File: config.mk
export PLATFORM = sky130hd
export DESIGN_NAME = pirq_flags
export DESIGN_NICKNAME = d
export VERILOG_FILES = /design/src/verilog/pirq_pkg.sv /design/src/verilog/pirq_evt_if.sv /design/src/verilog/pirq_evt_qual.sv /design/src/verilog/pirq_flags.sv
export VERILOG_INCLUDE_DIRS = /design/src /design/src/verilog
export SDC_FILE = /design/constraint.sdc
export NUM_CORES = 1
export LEC_CHECK = 0
export BUFFER_PORTS_ARGS = -buffer_cell sky130_fd_sc_hd__clkbuf_2
export CAP_MARGIN = 20
export CORE_AREA = 2 2 53 65
export CTS_BUF_LIST = sky130_fd_sc_hd__clkbuf_16
export DETAILED_ROUTE_END_ITERATION = 8
export DIE_AREA = 0 0 55 67
export HOLD_SLACK_MARGIN = 0.1
export PLACE_DENSITY_LB_ADDON = 0.2
export SLEW_MARGIN = 20
export SYNTH_ARGS = -nofsm -noshare
export SYNTH_HDL_FRONTEND = slang
export SYNTH_SLANG_ARGS = --single-unit
File: constraint.sdc
create_clock -name clk_sys -period 2.45 [get_ports clk_sys]
set_clock_uncertainty 0.05 [all_clocks]
set_input_delay 0.3675 -clock clk_sys [delete_from_list [all_inputs] [get_ports clk_sys]]
set_output_delay 0.3675 -clock clk_sys [all_outputs]
set_load 0.01 [all_outputs]
File: src/verilog/pirq_regs.svh
/*
 * register offsets, field positions, reset values for the peripheral
 * interrupt flag block. assumes inclusion by bare name from design files.
 */
`ifndef PIRQ_REGS_SVH
`define PIRQ_REGS_SVH

// register offsets
`define PIRQ_OFS_FLAGS 8'h0C
`define PIRQ_OFS_ENABLES 8'h8C
`define PIRQ_OFS_CONTROL 8'h0B
`define PIRQ_OFS_STATUS 8'h40
`define PIRQ_OFS_CLEAR 8'h41
`define PIRQ_OFS_EVENT_EN 8'h42

// bit positions in the flag and enable registers
`define PIRQ_BIT_ADC 6
`define PIRQ_BIT_SSP 3
`define PIRQ_BIT_CCP 2
`define PIRQ_BIT_PER 1
`define PIRQ_BIT_OVF 0

// implemented bits mask
`define PIRQ_IMPL_MASK 8'h4F

// control register bits
`define PIRQ_BIT_PGATE 6
`define PIRQ_BIT_GGATE 7

// reset values
`define PIRQ_RST_FLAGS 8'h00
`define PIRQ_RST_ENABLES 8'h00
`define PIRQ_RST_CONTROL 8'h00

`endif

File: src/verilog/pirq_pkg.sv
/*
 * types shared by the flag block files.
 * assumes nothing of its surroundings.
 */
package pirq_pkg;
   // register data byte
   typedef logic [7:0] pirq_byte_t;
   // capture/compare unit operating mode
   typedef enum logic [1:0] {
      pirq_ccp_off,
      pirq_ccp_capture,
      pirq_ccp_compare,
      pirq_ccp_pwm
   } pirq_ccp_mode_e;
endpackage

File: src/verilog/pirq_evt_if.sv
/*
 * interface carrying the qualified set requests from the event
 * qualifier to the flag register. assumes one clock domain.
 */
`timescale 1ns/1ns
interface pirq_evt_if;
   import pirq_pkg::*;
   // one bit per flag, one-cycle set pulses
   pirq_byte_t set_req;
   modport src (output set_req);
   modport dst (input set_req);
endinterface

File: src/verilog/pirq_evt_qual.sv
/*
 * event qualifier: turns raw peripheral events into flag set requests.
 * assumes event inputs are pulses on clk_sys.
 */
`timescale 1ns/1ns
`include "pirq_regs.svh"
module pirq_evt_qual (
   // clock and reset
   input wire logic clk_sys,
   input wire logic nrst,
   // raw events
   input wire logic adc_done,
   input wire logic ssp_done,
   input wire logic ccp_capture,
   input wire logic ccp_match,
   input wire pirq_pkg::pirq_ccp_mode_e ccp_mode,
   input wire logic period_match,
   input wire logic wide_overflow,
   // qualified requests
   pirq_evt_if.src evt
);
   import pirq_pkg::*;

   // capture/compare event by mode
   logic ccp_evt;

   // select capture/compare source by mode
   always_comb begin
      ccp_evt = 1'b0;
      unique case (ccp_mode)
         pirq_ccp_capture: begin
            ccp_evt = ccp_capture;
         end
         pirq_ccp_compare: begin
            ccp_evt = ccp_match;
         end
         pirq_ccp_pwm: begin
            ccp_evt = 1'b0;
         end
         pirq_ccp_off: begin
            ccp_evt = 1'b0;
         end
      endcase
   end

   // assemble per-bit set requests
   always_comb begin
      evt.set_req = 8'h00;
      evt.set_req[`PIRQ_BIT_ADC] = adc_done;
      evt.set_req[`PIRQ_BIT_SSP] = ssp_done;
      evt.set_req[`PIRQ_BIT_CCP] = ccp_evt;
      evt.set_req[`PIRQ_BIT_PER] = period_match;
      evt.set_req[`PIRQ_BIT_OVF] = wide_overflow;
   end
endmodule

File: src/verilog/pirq_flags.sv
/*
 * peripheral interrupt flag register with enables, gate control and a
 * small event-status block, on a plain register port.
 * assumes event pulses arrive synchronous to clk_sys.
 */
// Behaviour
// - bits 7,5,4 read zero, ignore writes
// - conversion done sets bit 6
// - serial transfer done sets bit 3
// - capture sets capture/compare flag bit 2
// - compare match sets bit 2
// - pwm mode never sets bit 2
// - period match sets bit 1
// - wide timer rollover sets bit 0
// - flags sticky until software writes zero
// - flags set regardless of enables
// - each flag gated by own enable
// - peripheral gate must enable requests
`timescale 1ns/1ns
`include "pirq_regs.svh"
module pirq_flags (
   // clock and reset
   input wire logic clk_sys,
   input wire logic nrst,
   // register port
   input wire logic [7:0] reg_addr,
   input wire pirq_pkg::pirq_byte_t reg_wdata,
   input wire logic reg_wr,
   input wire logic reg_rd,
   output pirq_pkg::pirq_byte_t reg_rdata,
   // peripheral events
   input wire logic adc_done,
   input wire logic ssp_done,
   input wire logic ccp_capture,
   input wire logic ccp_match,
   input wire pirq_pkg::pirq_ccp_mode_e ccp_mode,
   input wire logic period_match,
   input wire logic wide_overflow,
   // interrupt outputs
   output logic periph_irq,
   output logic block_irq
);
   import pirq_pkg::*;

   // flag register
   pirq_byte_t peripheral_flags_1;
   // enable register
   pirq_byte_t peripheral_enables_1;
   // control register gates
   logic peripheral_irq_gate;
   logic global_irq_gate;
   // block event status, enable
   pirq_byte_t evt_status;
   pirq_byte_t evt_enable;
   // next flag value
   pirq_byte_t next_flags;
   // set requests from qualifier
   pirq_evt_if evt ();

   // write decode helper
   function automatic logic wr_hit(input logic [7:0] a,
                                   input logic [7:0] ofs,
                                   input logic w);
      wr_hit = w && (a == ofs);
   endfunction

   // event qualification
   pirq_evt_qual u_qual (
      .clk_sys(clk_sys),
      .nrst(nrst),
      .adc_done(adc_done),
      .ssp_done(ssp_done),
      .ccp_capture(ccp_capture),
      .ccp_match(ccp_match),
      .ccp_mode(ccp_mode),
      .period_match(period_match),
      .wide_overflow(wide_overflow),
      .evt(evt)
   );

   // next flag value from write and events
   always_comb begin
      next_flags = peripheral_flags_1;
      if (wr_hit(reg_addr, `PIRQ_OFS_FLAGS, reg_wr)) begin
         next_flags = reg_wdata;
      end
      next_flags = next_flags | evt.set_req;
      next_flags = next_flags & `PIRQ_IMPL_MASK;
   end

   // flag register update
   always_ff @(posedge clk_sys) begin
      if (!nrst) begin
         peripheral_flags_1 <= `PIRQ_RST_FLAGS;
      end else begin
         peripheral_flags_1 <= next_flags;
      end
   end

   // enable register
   always_ff @(posedge clk_sys) begin
      if (!nrst) begin
         peripheral_enables_1 <= `PIRQ_RST_ENABLES;
      end else if (wr_hit(reg_addr, `PIRQ_OFS_ENABLES, reg_wr)) begin
         peripheral_enables_1 <= reg_wdata & `PIRQ_IMPL_MASK;
      end
   end

   // control register gates
   always_ff @(posedge clk_sys) begin
      if (!nrst) begin
         peripheral_irq_gate <= 1'b0;
         global_irq_gate <= 1'b0;
      end else if (wr_hit(reg_addr, `PIRQ_OFS_CONTROL, reg_wr)) begin
         peripheral_irq_gate <= reg_wdata[`PIRQ_BIT_PGATE];
         global_irq_gate <= reg_wdata[`PIRQ_BIT_GGATE];
      end
   end

   // block event status: sticky, write-one-to-clear, set wins
   always_ff @(posedge clk_sys) begin
      if (!nrst) begin
         evt_status <= 8'h00;
      end else if (wr_hit(reg_addr, `PIRQ_OFS_CLEAR, reg_wr)) begin
         evt_status <= (evt_status & ~reg_wdata) | evt.set_req;
      end else begin
         evt_status <= evt_status | evt.set_req;
      end
   end

   // block event enable
   always_ff @(posedge clk_sys) begin
      if (!nrst) begin
         evt_enable <= 8'h00;
      end else if (wr_hit(reg_addr, `PIRQ_OFS_EVENT_EN, reg_wr)) begin
         evt_enable <= reg_wdata & `PIRQ_IMPL_MASK;
      end
   end

   // processor interrupt request, registered
   always_ff @(posedge clk_sys) begin
      if (!nrst) begin
         periph_irq <= 1'b0;
      end else begin
         periph_irq <= peripheral_irq_gate && global_irq_gate &&
                       (|(peripheral_flags_1 & peripheral_enables_1));
      end
   end

   // block level interrupt
   always_ff @(posedge clk_sys) begin
      if (!nrst) begin
         block_irq <= 1'b0;
      end else begin
         block_irq <= |(evt_status & evt_enable);
      end
   end

   // read data, one cycle after read strobe
   always_ff @(posedge clk_sys) begin
      if (!nrst) begin
         reg_rdata <= 8'h00;
      end else if (reg_rd) begin
         unique case (reg_addr)
            `PIRQ_OFS_FLAGS: begin
               reg_rdata <= peripheral_flags_1 & `PIRQ_IMPL_MASK;
            end
            `PIRQ_OFS_ENABLES: begin
               reg_rdata <= peripheral_enables_1;
            end
            `PIRQ_OFS_CONTROL: begin
               reg_rdata <= {global_irq_gate, peripheral_irq_gate, 6'h00};
            end
            `PIRQ_OFS_STATUS: begin
               reg_rdata <= evt_status;
            end
            `PIRQ_OFS_EVENT_EN: begin
               reg_rdata <= evt_enable;
            end
            // unmapped and write-only read zero
            default: begin
               reg_rdata <= 8'h00;
            end
         endcase
      end else begin
         reg_rdata <= 8'h00;
      end
   end
endmodule

==> results of run 1 <==
[cell families after synthesis]
family | after synthesis | synth area share
mux | 18 | 0.119
flops | 35 | 0.461
simple gates | 52 | 0.210
buf+inv | 13 | 0.0395
compound gates | 39 | 0.171
[registers in the layout, summed over array words and instances, names as in the netlist]
register and cells:
block_irq 1, evt_enable 5, evt_status 8, global_irq_gate 1
periph_irq 1, peripheral_enables_1 5, peripheral_flags_1 5, peripheral_irq_gate 1
reg_rdata 8
[final timing paths]
check,start,end,slack [ps]
max,reg_addr[7],reg_rdata[7],590
min,reg_wdata[5],evt_status[5],200
max reg2reg,peripheral_enables_1[6],reg_rdata[6],1260
min reg2reg,evt_status[5],evt_status[5],380
[power by group through the flow]
stage / clock (mW) / sequential [mW] / combinational [mW]
detailed placement: 0 / 0.604 / 0.0853
global route: 0.841 / 0.593 / 0.0953
global placement: 0 / 0.603 / 0.0822
finish: 0.799 / 0.592 / 0.0856
floorplan: 0 / 0.600 / 0.0454
CTS: 0.811 / 0.592 / 0.0859
[worst register-to-register path, delay by kind of cell (launching register included)]
family,cells,cell delay [ps]
AND/OR/NAND/NOR,1,160
flip-flops,1,330
AO/OA/AOI/OAI,2,290
multiplexers,1,260
[through the flow]
stage               instances  setup WS (ps)  hold WS, ps
floorplan                 157            390          357
global placement          228            377          368
detailed placement        228            329          369
CTS                       236            597          201
global route              236            398          197
finish                    236            590          203
[layout by cell type (no fill, tap or decap), types with 7 or more instances in the layout]
master    synthesis  final
clkbuf_2          0     37
inv_1             6      7
mux2i_1          17     17
nor2b_1           7      7
nand3_1           8      8
o21ai_0          10     10
dfxtp_1          35     35
nand2_1          13     13
[metal layers]
layer,vias up,global-route usage,wire (um)
li1,668,-,-
met5,-,0,0
met4,0,0.0915,39
met1,607,0.263,1480
met3,4,0.0628,220
met2,50,0.366,1770
[cell type report]
| cell class | count | area (sq um) |
|---|---|---|
| Tap cell | 36 | 45.0 |
| Inverter | 6 | 22.5 |
| Sequential cell | 35 | 701 |
| Clock buffer | 5 | 125 |
| Multi-Input combinational cell | 109 | 761 |
| Timing Repair Buffer | 42 | 223 |
| Fill cell | 258 | 1090 |
| Clock inverter | 3 | 63.8 |
==> impl_results.md, run 1 <==
- Crit path depth: 5
- Seq pwr share: 0.401
- Via count: 1329
- Most frequent cell after synthesis: dfxtp_1
- Sw Ratio: 0.187
- Largest net degree at the start of global routing: 34
- Initial antenna violation count: 0
- Slew @ Worst Pin: 596 ps
- Sw power: 0.276 mW
- DPL Wire Length: 2.64 mm
- Yosys top cell by area: dfxtp_1
- Area growth syn-to-layout: 27.5%
- Crit path DAT: 2020 ps
- Hold Crit Class: in2reg
- Post-CTS sizing: 0
- IO Port Bufs: 37
- P_int: 1.20 mW
- Worst-path clk slew: 50 ps
- Post-synth EDFFs: 0
- # IOs: 38
- Average size of a mapped cell: ~9.7 sq um
- Via density per instance: 5.63
- Total negative slack: 0 ps
- Die Span X: 55 um
- Total power: around 1.5 mW
- Worst-Skew Late Latency: about 270 ps
- Slew Limit Fails: 0
- Slew headroom: 0.602
- Ys async rst share: 0
- Crit start category: primary input
- Mapped Cells: 157
- Post-route DRC: 0
- Quantity of hold-fixing buffers added after cts: 0
- Core Util, Final: 0.641
- Die Area: 3690 sq um
- Initial Util: 0.502
- Max-cap check violation count: 0
- Max Fclk: 538 MHz
- Share of cells above drive strength 1: 0.270
- P_leak: 0.805 nW
- Vias in the first global route: 1197
- TritonCTS clock tree: yes
- Synth top area share: 0.461
- Critical path peak fanout: 10
- Gpl congestion: 0.831
- Global-route usage over all layers: 0.222
- Crit path cell chain: clkbuf_2, or4_4, or3_1, or3b_1, a21boi_1
- Ys flop type: dfxtp_1
- Global route overflow: 0
- Post-route minimum period: approximately 1900 ps
- Seq/Total Area, Yosys: 0.461
- Final Cell Area: 1940 sq um
- Combinational cell fraction of total power: 0.058
- Clock power frac: 0.541
- Final-report setup violation count: 0
- TritonRoute pass-1 iters: 4
- First-pass GRT wire length: 5.66 mm
- YS warnings: 0
- Clk buf depth: 2
- Fin nets: 227
- CTS sink cnt: 35
- Die height: 67 um
- Wire length per cell: 14.9 um
- Root Driver: clkbuf_16
- Synth top area cells: dfxtp_1 46%, mux2i_1 11%, o21ai_0 3.3%
- Max VDD drop: between 700 and 800 uV
- Synthesized area: between 1500 and 2000 sq um
- Rows: 22
- Synth cell count leaders: 35 x dfxtp_1, 17 x mux2i_1, 13 x nand2_1
- # diodes: 0
- Final worst path period share: 0.759
- Crit end category: register
- Remaining antenna violation count: 0
- CP bufs+invs: 1
- Outcome: completed
- Post-synthesis register bit count: 35
- H-tree depth: 2
- Final Hold Violating Endpoints: 0
- Pwr/cell area: 761 nW/um^2
- CTS buffer count: 5
- Post-DP Area: 1750 sq um
- RSZ-0062 raised after global routing: false
- Setup bufs post-CTS: 0
- CP delay by family, top: simple AND/OR/NAND/NOR gates
- Worst path required time: 2610 ps
- Core area: 3030 sq um
- Syn Nets: about 190
- Crit-path slowest cell: or4_4
- Final WL: 3.51 mm
- Cells on Worst Hold Path: 2
- DR iter-0 viols: 44
- Path depth of the worst reg2reg path: 4
- CP peak stage delay: about 540 ps
- Number of distinct library cells after synthesis: 32
- Class of the most critical setup path: in2reg
Power figures use the tool's default switching activity.
==> run 2, diff against run 1 <==
- ABC_AREA: not set -> 1
- CORE_AREA: 2 2 53 65 -> 2 2 58 70
- DIE_AREA: 0 0 55 67 -> 0 0 60 72
- clock period: 2.45 -> 1.5 ns (I/O delays scaled with it)
==> impl_results.md, run 2 <==
- Outcome: completed
- Via density per instance: 4.95 (-12%)
- TritonCTS clock tree: yes
- Synth cell count leaders: 50 x nand2_1, 41 x inv_1, 41 x nand3_1
- Commonest non-fill, non-tap cell in the layout: nand2_1
- Final Cell Area: 2110 sq um (+8.9%)
- Max VDD drop: 581 uV (-25%)
- Average size of a mapped cell: 6.70 sq um (-31%)
- Post-route DRC: 0 (unchanged)
- Critical path peak fanout: 6 (-4)
- Crit-path slowest cell: nor2_4
- Seq/Total Area, Yosys: 0.417 (-0.0439)
- Synth top area share: 0.417 (-0.0439)
- Clock power frac: 0.468 (-0.073)
- P_int: 1.63 mW (+36%)
- Core Util, Final: 0.582 (-0.0593)
- Met3 WL: 229 um (+4.1%)
- Post-DP Area: 1970 sq um (+12%)
- YS warnings: 0 (unchanged)
- CTS sink cnt: 35 (unchanged)
- Share of cells above drive strength 1: 0.220 (-0.0500)
- Area growth syn-to-layout: 25.7%
- RSZ-0062 raised after global routing: false
- # diodes: 0 (unchanged)
- Reg2Reg Launch Point: evt_enable[3]
- Seq pwr share: 0.450 (+0.049)
- TritonRoute pass-1 iters: 6 (+2)
- Total negative slack: 0 ps (unchanged)
- # IOs: 38 (unchanged)
- Remaining antenna violation count: 0 (unchanged)
- Post-synthesis register bit count: 35 (unchanged)
- Worst path required time: 1630 ps (-980 ps)
- Met2 wire length: 2.06 mm (+17%)
- Combinational cell fraction of total power: 0.081 (+0.023)
- Crit path from: reg_addr[5]
- Ys async rst share: 0 (unchanged)
- Setup bufs post-CTS: 0 (unchanged)
- Yosys top cell by area: dfxtp_1
- WL met1: 1.74 mm (+18%)
- Final worst path period share: 0.760
- Post-route minimum period: 1140 ps
- Top Registers: evt_status (8), reg_rdata (8)
- Post-Place Setup Slack: 82.0 ps (-247 ps)
- Global route overflow: 0 (unchanged)
- DR iter-0 viols: 49 (+11%)
- Slew @ Worst Pin: 362 ps (-235 ps)
- Max Fclk: 877 MHz
- Synth top area cells: dfxtp_1 42%, nand3_1 12%, nand2_1 11%
- Worst-Skew Late Latency: 280 ps (about the same)
- Number of distinct library cells after synthesis: 21 (-34%)
- DR top layer: met4
- Cell mode on critical path: nand2_1
- Initial Util: 0.463 (-0.0397)
- Quantity of hold-fixing buffers added after cts: 0 (unchanged)
- Root Driver: clkbuf_16
- Gpl congestion: 0.845 (+1.7%)
- CTS buffer count: 5 (unchanged)
- Slew headroom: 0.757 (+0.154)
- Largest net degree at the start of global routing: 15 (-56%)
- Die height: 72 um (+7.5%)
- Most frequent cell after synthesis: nand2_1
- Crit end category: register
- Syn Nets: 279 (+51%)
- Pwr/cell area: 1010 nW/um^2 (+33%)
- P_leak: 1.01 nW (+25%)
- Total power: 2.14 mW (+45%)
- DPL Wire Length: 3.21 mm (+21%)
- Worst-path clk slew: 50 ps (about the same)
- Initial antenna violation count: 0 (unchanged)
- Final-report setup violation count: 0 (unchanged)
- Hold Crit Class: in2reg
- Final WL: 4.20 mm (+19%)
- CP peak stage delay: 210 ps (-330 ps)
- First-pass GRT wire length: 6.93 mm (+23%)
- Crit start category: primary input
- Class of the most critical setup path: in2reg
- Sw power: 0.515 mW (+86%)
- CP delay by family, top: simple AND/OR/NAND/NOR gates
- Worst Hold Launch: period_match
- Ys flop type: dfxtp_1
- Final Hold Violating Endpoints: 0 (unchanged)
- Crit path DAT: 1270 ps (-750 ps)
- Max-cap check violation count: 0 (unchanged)
- Most frequent cells in the layout: 50 x nand2_1, 41 x inv_1, 41 x nand3_1
- Sw Ratio: 0.240 (+0.0533)
- Fin nets: 327 (+44%)
- Synthesized area: 1680 sq um (+11%)
- Post-Layout Cell Count: 352 (+49%)
- H-tree depth: 2 (unchanged)
- WHS: 145 ps (-58.4 ps)
- Global-route usage over all layers: 0.216 (-0.00639)
- CP bufs+invs: 2 (+1)
- Vias in the first global route: 1603 (+34%)
- Core area: 3630 sq um (+20%)
- Placed Instances: 344 (+51%)
- Post-synth EDFFs: 0 (unchanged)
- IO Port Bufs: 37 (unchanged)
- Via count: 1743 (+31%)
- Clk buf depth: 2 (unchanged)
- Rows: 24 (+9.1%)
- Post-CTS sizing: 0 (unchanged)
- Wire length per cell: 11.9 um (-20%)
- Die Area: 4320 sq um (+17%)
- Die Span X: 60 um (+9.1%)
- Crit path cell chain: clkbuf_2, nor2_1, nand2_1, nor2_4, nand2_1, nand2_1, nand3_1, nand2_1, inv_1
- Mapped Cells: 251 (+60%)
- Worst setup margin: 359 ps (-231 ps)
- Slew Limit Fails: 0 (unchanged)
==> run 2: cell types whose count changed after synthesis, moves of 5 or more <==
cell | before | now
nor2b_1 | 7 | 0
or3_1 | 5 | 0
and2_1 | 5 | 0
mux2i_1 | 17 | 0
nand2_1 | 13 | 50
nor2_1 | 1 | 27
a21oi_1 | 5 | 19
a31oi_1 | 5 | 0
inv_1 | 6 | 41
nand3_1 | 8 | 41
==> run 2: final timing paths <==
path | end | depth (start not counted) | slack (ps)
worst max-delay path | peripheral_flags_1[2] | 9 | 360
worst min-delay path | evt_status[1] | 3 | 140
worst max register to register | block_irq | 4 | 570
worst min register to register | reg_rdata[4] | 2 | 400
==> run 2: cell families after synthesis <==
group	Yosys count	share of synthesized area
AND/OR/NAND/NOR	133	0.361
buffers and inverters	48	0.115
flip-flops	35	0.417
AO/OA/AOI/OAI	35	0.108
==> run 2: worst reg2reg max path, delay by kind of cell, from the launching register on <==
kind,cells,cell delay [ps]
AO/OA/AOI/OAI,2,310
flip-flops,1,320
buffers and inverters,1,70
AND/OR/NAND/NOR,1,70
==> run 2: cell type report <==
cell class,instances,area (sq um)
Tap cell,52,65.1
Sequential cell,35,701
Multi-Input combinational cell,168,788
Inverter,43,161
Clock inverter,3,20.0
Timing Repair Buffer,46,253
Clock buffer,5,125
Fill cell,363,1520
==> run 2: layer usage <==
metal,vias up,global-route usage
li1,900,-
met1,774,0.248
met2,51,0.356
met3,18,0.0517
met4,0,0.126
met5,-,0
==> run 2: power groups by stage <==
| stage | Sequential (mW) | Combinational, mW | Clock (mW) |
|---|---|---|---|
| after global placement | 0.985 | 0.172 | 0 |
| after global routing | 0.966 | 0.198 | 1.04 |
| after CTS | 0.965 | 0.174 | 1.02 |
| after detailed placement | 0.985 | 0.173 | 0 |
| final | 0.965 | 0.174 | 1.00 |
| after floorplan | 0.980 | 0.0888 | 0 |
==> run 3, diff against run 2 <==
- ABC_AREA: 1 -> 0
- CORE_AREA: 2 2 58 70 -> 2 2 55 68
- DIE_AREA: 0 0 60 72 -> 0 0 57 70
- clock period: 1.5 -> 1.04 ns (I/O delays scaled with it)
==> impl_results.md, run 3 (same netlist as run 1, synthesis figures left out) <==
- Die Area: 3990 sq um (-7.6%)
- Vias in the first global route: 1462 (-8.8%)
- Critical path peak fanout: 4 (-2)
- Worst-Skew Late Latency: 280 ps (about the same)
- Via count: 1479 (-15%)
- Gpl congestion: 0.800 (-5.3%)
- Total negative slack: -9340 ps (-9340 ps)
- Top Registers: evt_status (8), reg_rdata (8)
- Fin nets: 259 (-21%)
- Total power: 3.09 mW (+44%)
- Worst-path clk slew: 50 ps (about the same)
- Post-Layout Cell Count: 271 (-23%)
- Final Hold Violating Endpoints: 0 (unchanged)
- # diodes: 0 (unchanged)
- Outcome: finished, violations left
- # IOs: 38 (unchanged)
- TritonRoute pass-1 iters: 4 (-2)
- Global-route usage over all layers: 0.216 (+0.000533)
- Final-report setup violation count: 33 (+33)
- Failing checks: negative setup slack
- Post-route minimum period: 1520 ps
- CTS sink cnt: 35 (unchanged)
- Most frequent cells in the layout: 35 x clkbuf_2, 34 x dfxtp_1, 28 x buf_4
- Slew headroom: 0.768 (+0.0108)
- Rows: 24 (unchanged)
- Max-cap check violation count: 0 (unchanged)
- Wire length per cell: 15.1 um (+26%)
- First-pass GRT wire length: 6.69 mm (-3.6%)
- RSZ-0062 raised after global routing: true
- Die Span X: 57 um (-5.0%)
- H-tree depth: 2 (unchanged)
- CTS buffer count: 5 (unchanged)
- Global route overflow: 0 (unchanged)
- Final WL: 4.08 mm (-2.8%)
- Die height: 70 um (-2.8%)
- Max VDD drop: 1590 uV (+170%)
- Via density per instance: 5.46 (+10%)
- Root Driver: clkbuf_16
- Worst setup margin: -484 ps (-843 ps)
- Crit end category: register
- DPL Wire Length: 3.01 mm (-6.0%)
- Placed Instances: 255 (-26%)
- Clk buf depth: 2 (unchanged)
- Area growth syn-to-layout: 48.4%
- Hold Crit Class: in2reg
- Pwr/cell area: 1370 nW/um^2 (+35%)
- Final worst path period share: 1.47
- Post-route DRC: 0 (unchanged)
- DR iter-0 viols: 43 (-12%)
- Slew @ Worst Pin: 349 ps (-13.0 ps)
- WHS: 121 ps (-23.8 ps)
- Worst path required time: 1200 ps (-430 ps)
- Initial antenna violation count: 0 (unchanged)
- P_leak: 0.956 nW (-5.1%)
- Commonest non-fill, non-tap cell in the layout: clkbuf_2
- Max Fclk: roughly 660 MHz
- Remaining antenna violation count: 0 (unchanged)
- Share of cells above drive strength 1: 0.397 (+0.177)
- Fillers: 284 (-22%)
- Slew Limit Fails: 0 (unchanged)
- Largest net degree at the start of global routing: 33 (+18)
- IO Port Bufs: 37 (unchanged)
- Initial Util: 0.444 (-0.0184)
- Core area: 3420 sq um (-5.8%)
- Crit path DAT: 1680 ps (+410 ps)
- Class of the most critical setup path: in2reg
- TritonCTS clock tree: yes
- Crit start category: primary input
==> run 3: what timing repair did <==
| item | CTS | global route |
|---|---|---|
| gates resized for setup | 8 | 10 |
| setup endpoints to repair | 33 | 34 |
| endpoints found under the hold margin | 5 | 0 |
| pin swaps | 4 | 7 |
| gates cloned | 0 | 0 |
| hold buffers | 5 | 0 |
| buffers inserted | 2 | 2 |
==> run 3: path summary, 6_finish.rpt <==
check                                to                     from  cells after the start  slack [ps]
setup / recovery           reg_rdata[7]              reg_addr[5]                      5        -480
setup reg to reg           reg_rdata[6]  peripheral_enables_1[6]                      4        -160
hold / removal    peripheral_flags_1[1]             period_match                      2         120
hold reg to reg           evt_status[4]            evt_status[4]                      2         390
==> run 3: cell type report <==
| class | count | area [sq um] | share of cell area |
|---|---|---|---|
| clock buffers | 5 | 125 | 0.0554 |
| clock inverters | 3 | 16.3 | 0.00720 |
| flip-flops and latches | 35 | 702 | 0.311 |
| inverters | 6 | 22.5 | 0.00997 |
| well taps | 39 | 48.8 | 0.0216 |
| repair buffers | 74 | 512 | 0.227 |
| multi-input cells | 109 | 832 | 0.368 |
==> run 3: through the flow <==
| step | area, sq um | setup slack [ps] | util |
|---|---|---|---|
| floorplan | 1560 | -749 | - |
| global placement | 1970 | -750 | 0.575 |
| detailed placement | 1970 | -795 | 0.575 |
| CTS | 2210 | -467 | 0.645 |
| global route | 2260 | -498 | 0.660 |
| finish | 2260 | -484 | 0.660 |
==> run 3: critical path: stages <==
cell and delay [ps]:
buf_6 90, or4_4 530, or3_4 400, or3b_1 360, a21boi_1 130
==> run 3: per-layer routing <==
metal | GRT usage | wire [um] | vias up
li1 | - | - | 736
met1 | 0.248 | 1650 | 694
met3 | 0.0444 | 178 | 7
met4 | 0.0801 | 82 | 0
met2 | 0.387 | 2170 | 42
met5 | 0 | 0 | -
==> run 3: report_power, final <==
| group | internal, mW | total, mW | switching [mW] |
|---|---|---|---|
| clock network | 0.872 | 1.40 | 0.528 |
| registers | 1.37 | 1.39 | 0.0214 |
| logic | 0.164 | 0.301 | 0.137 |
| total | 2.41 | 3.09 | 0.687 |
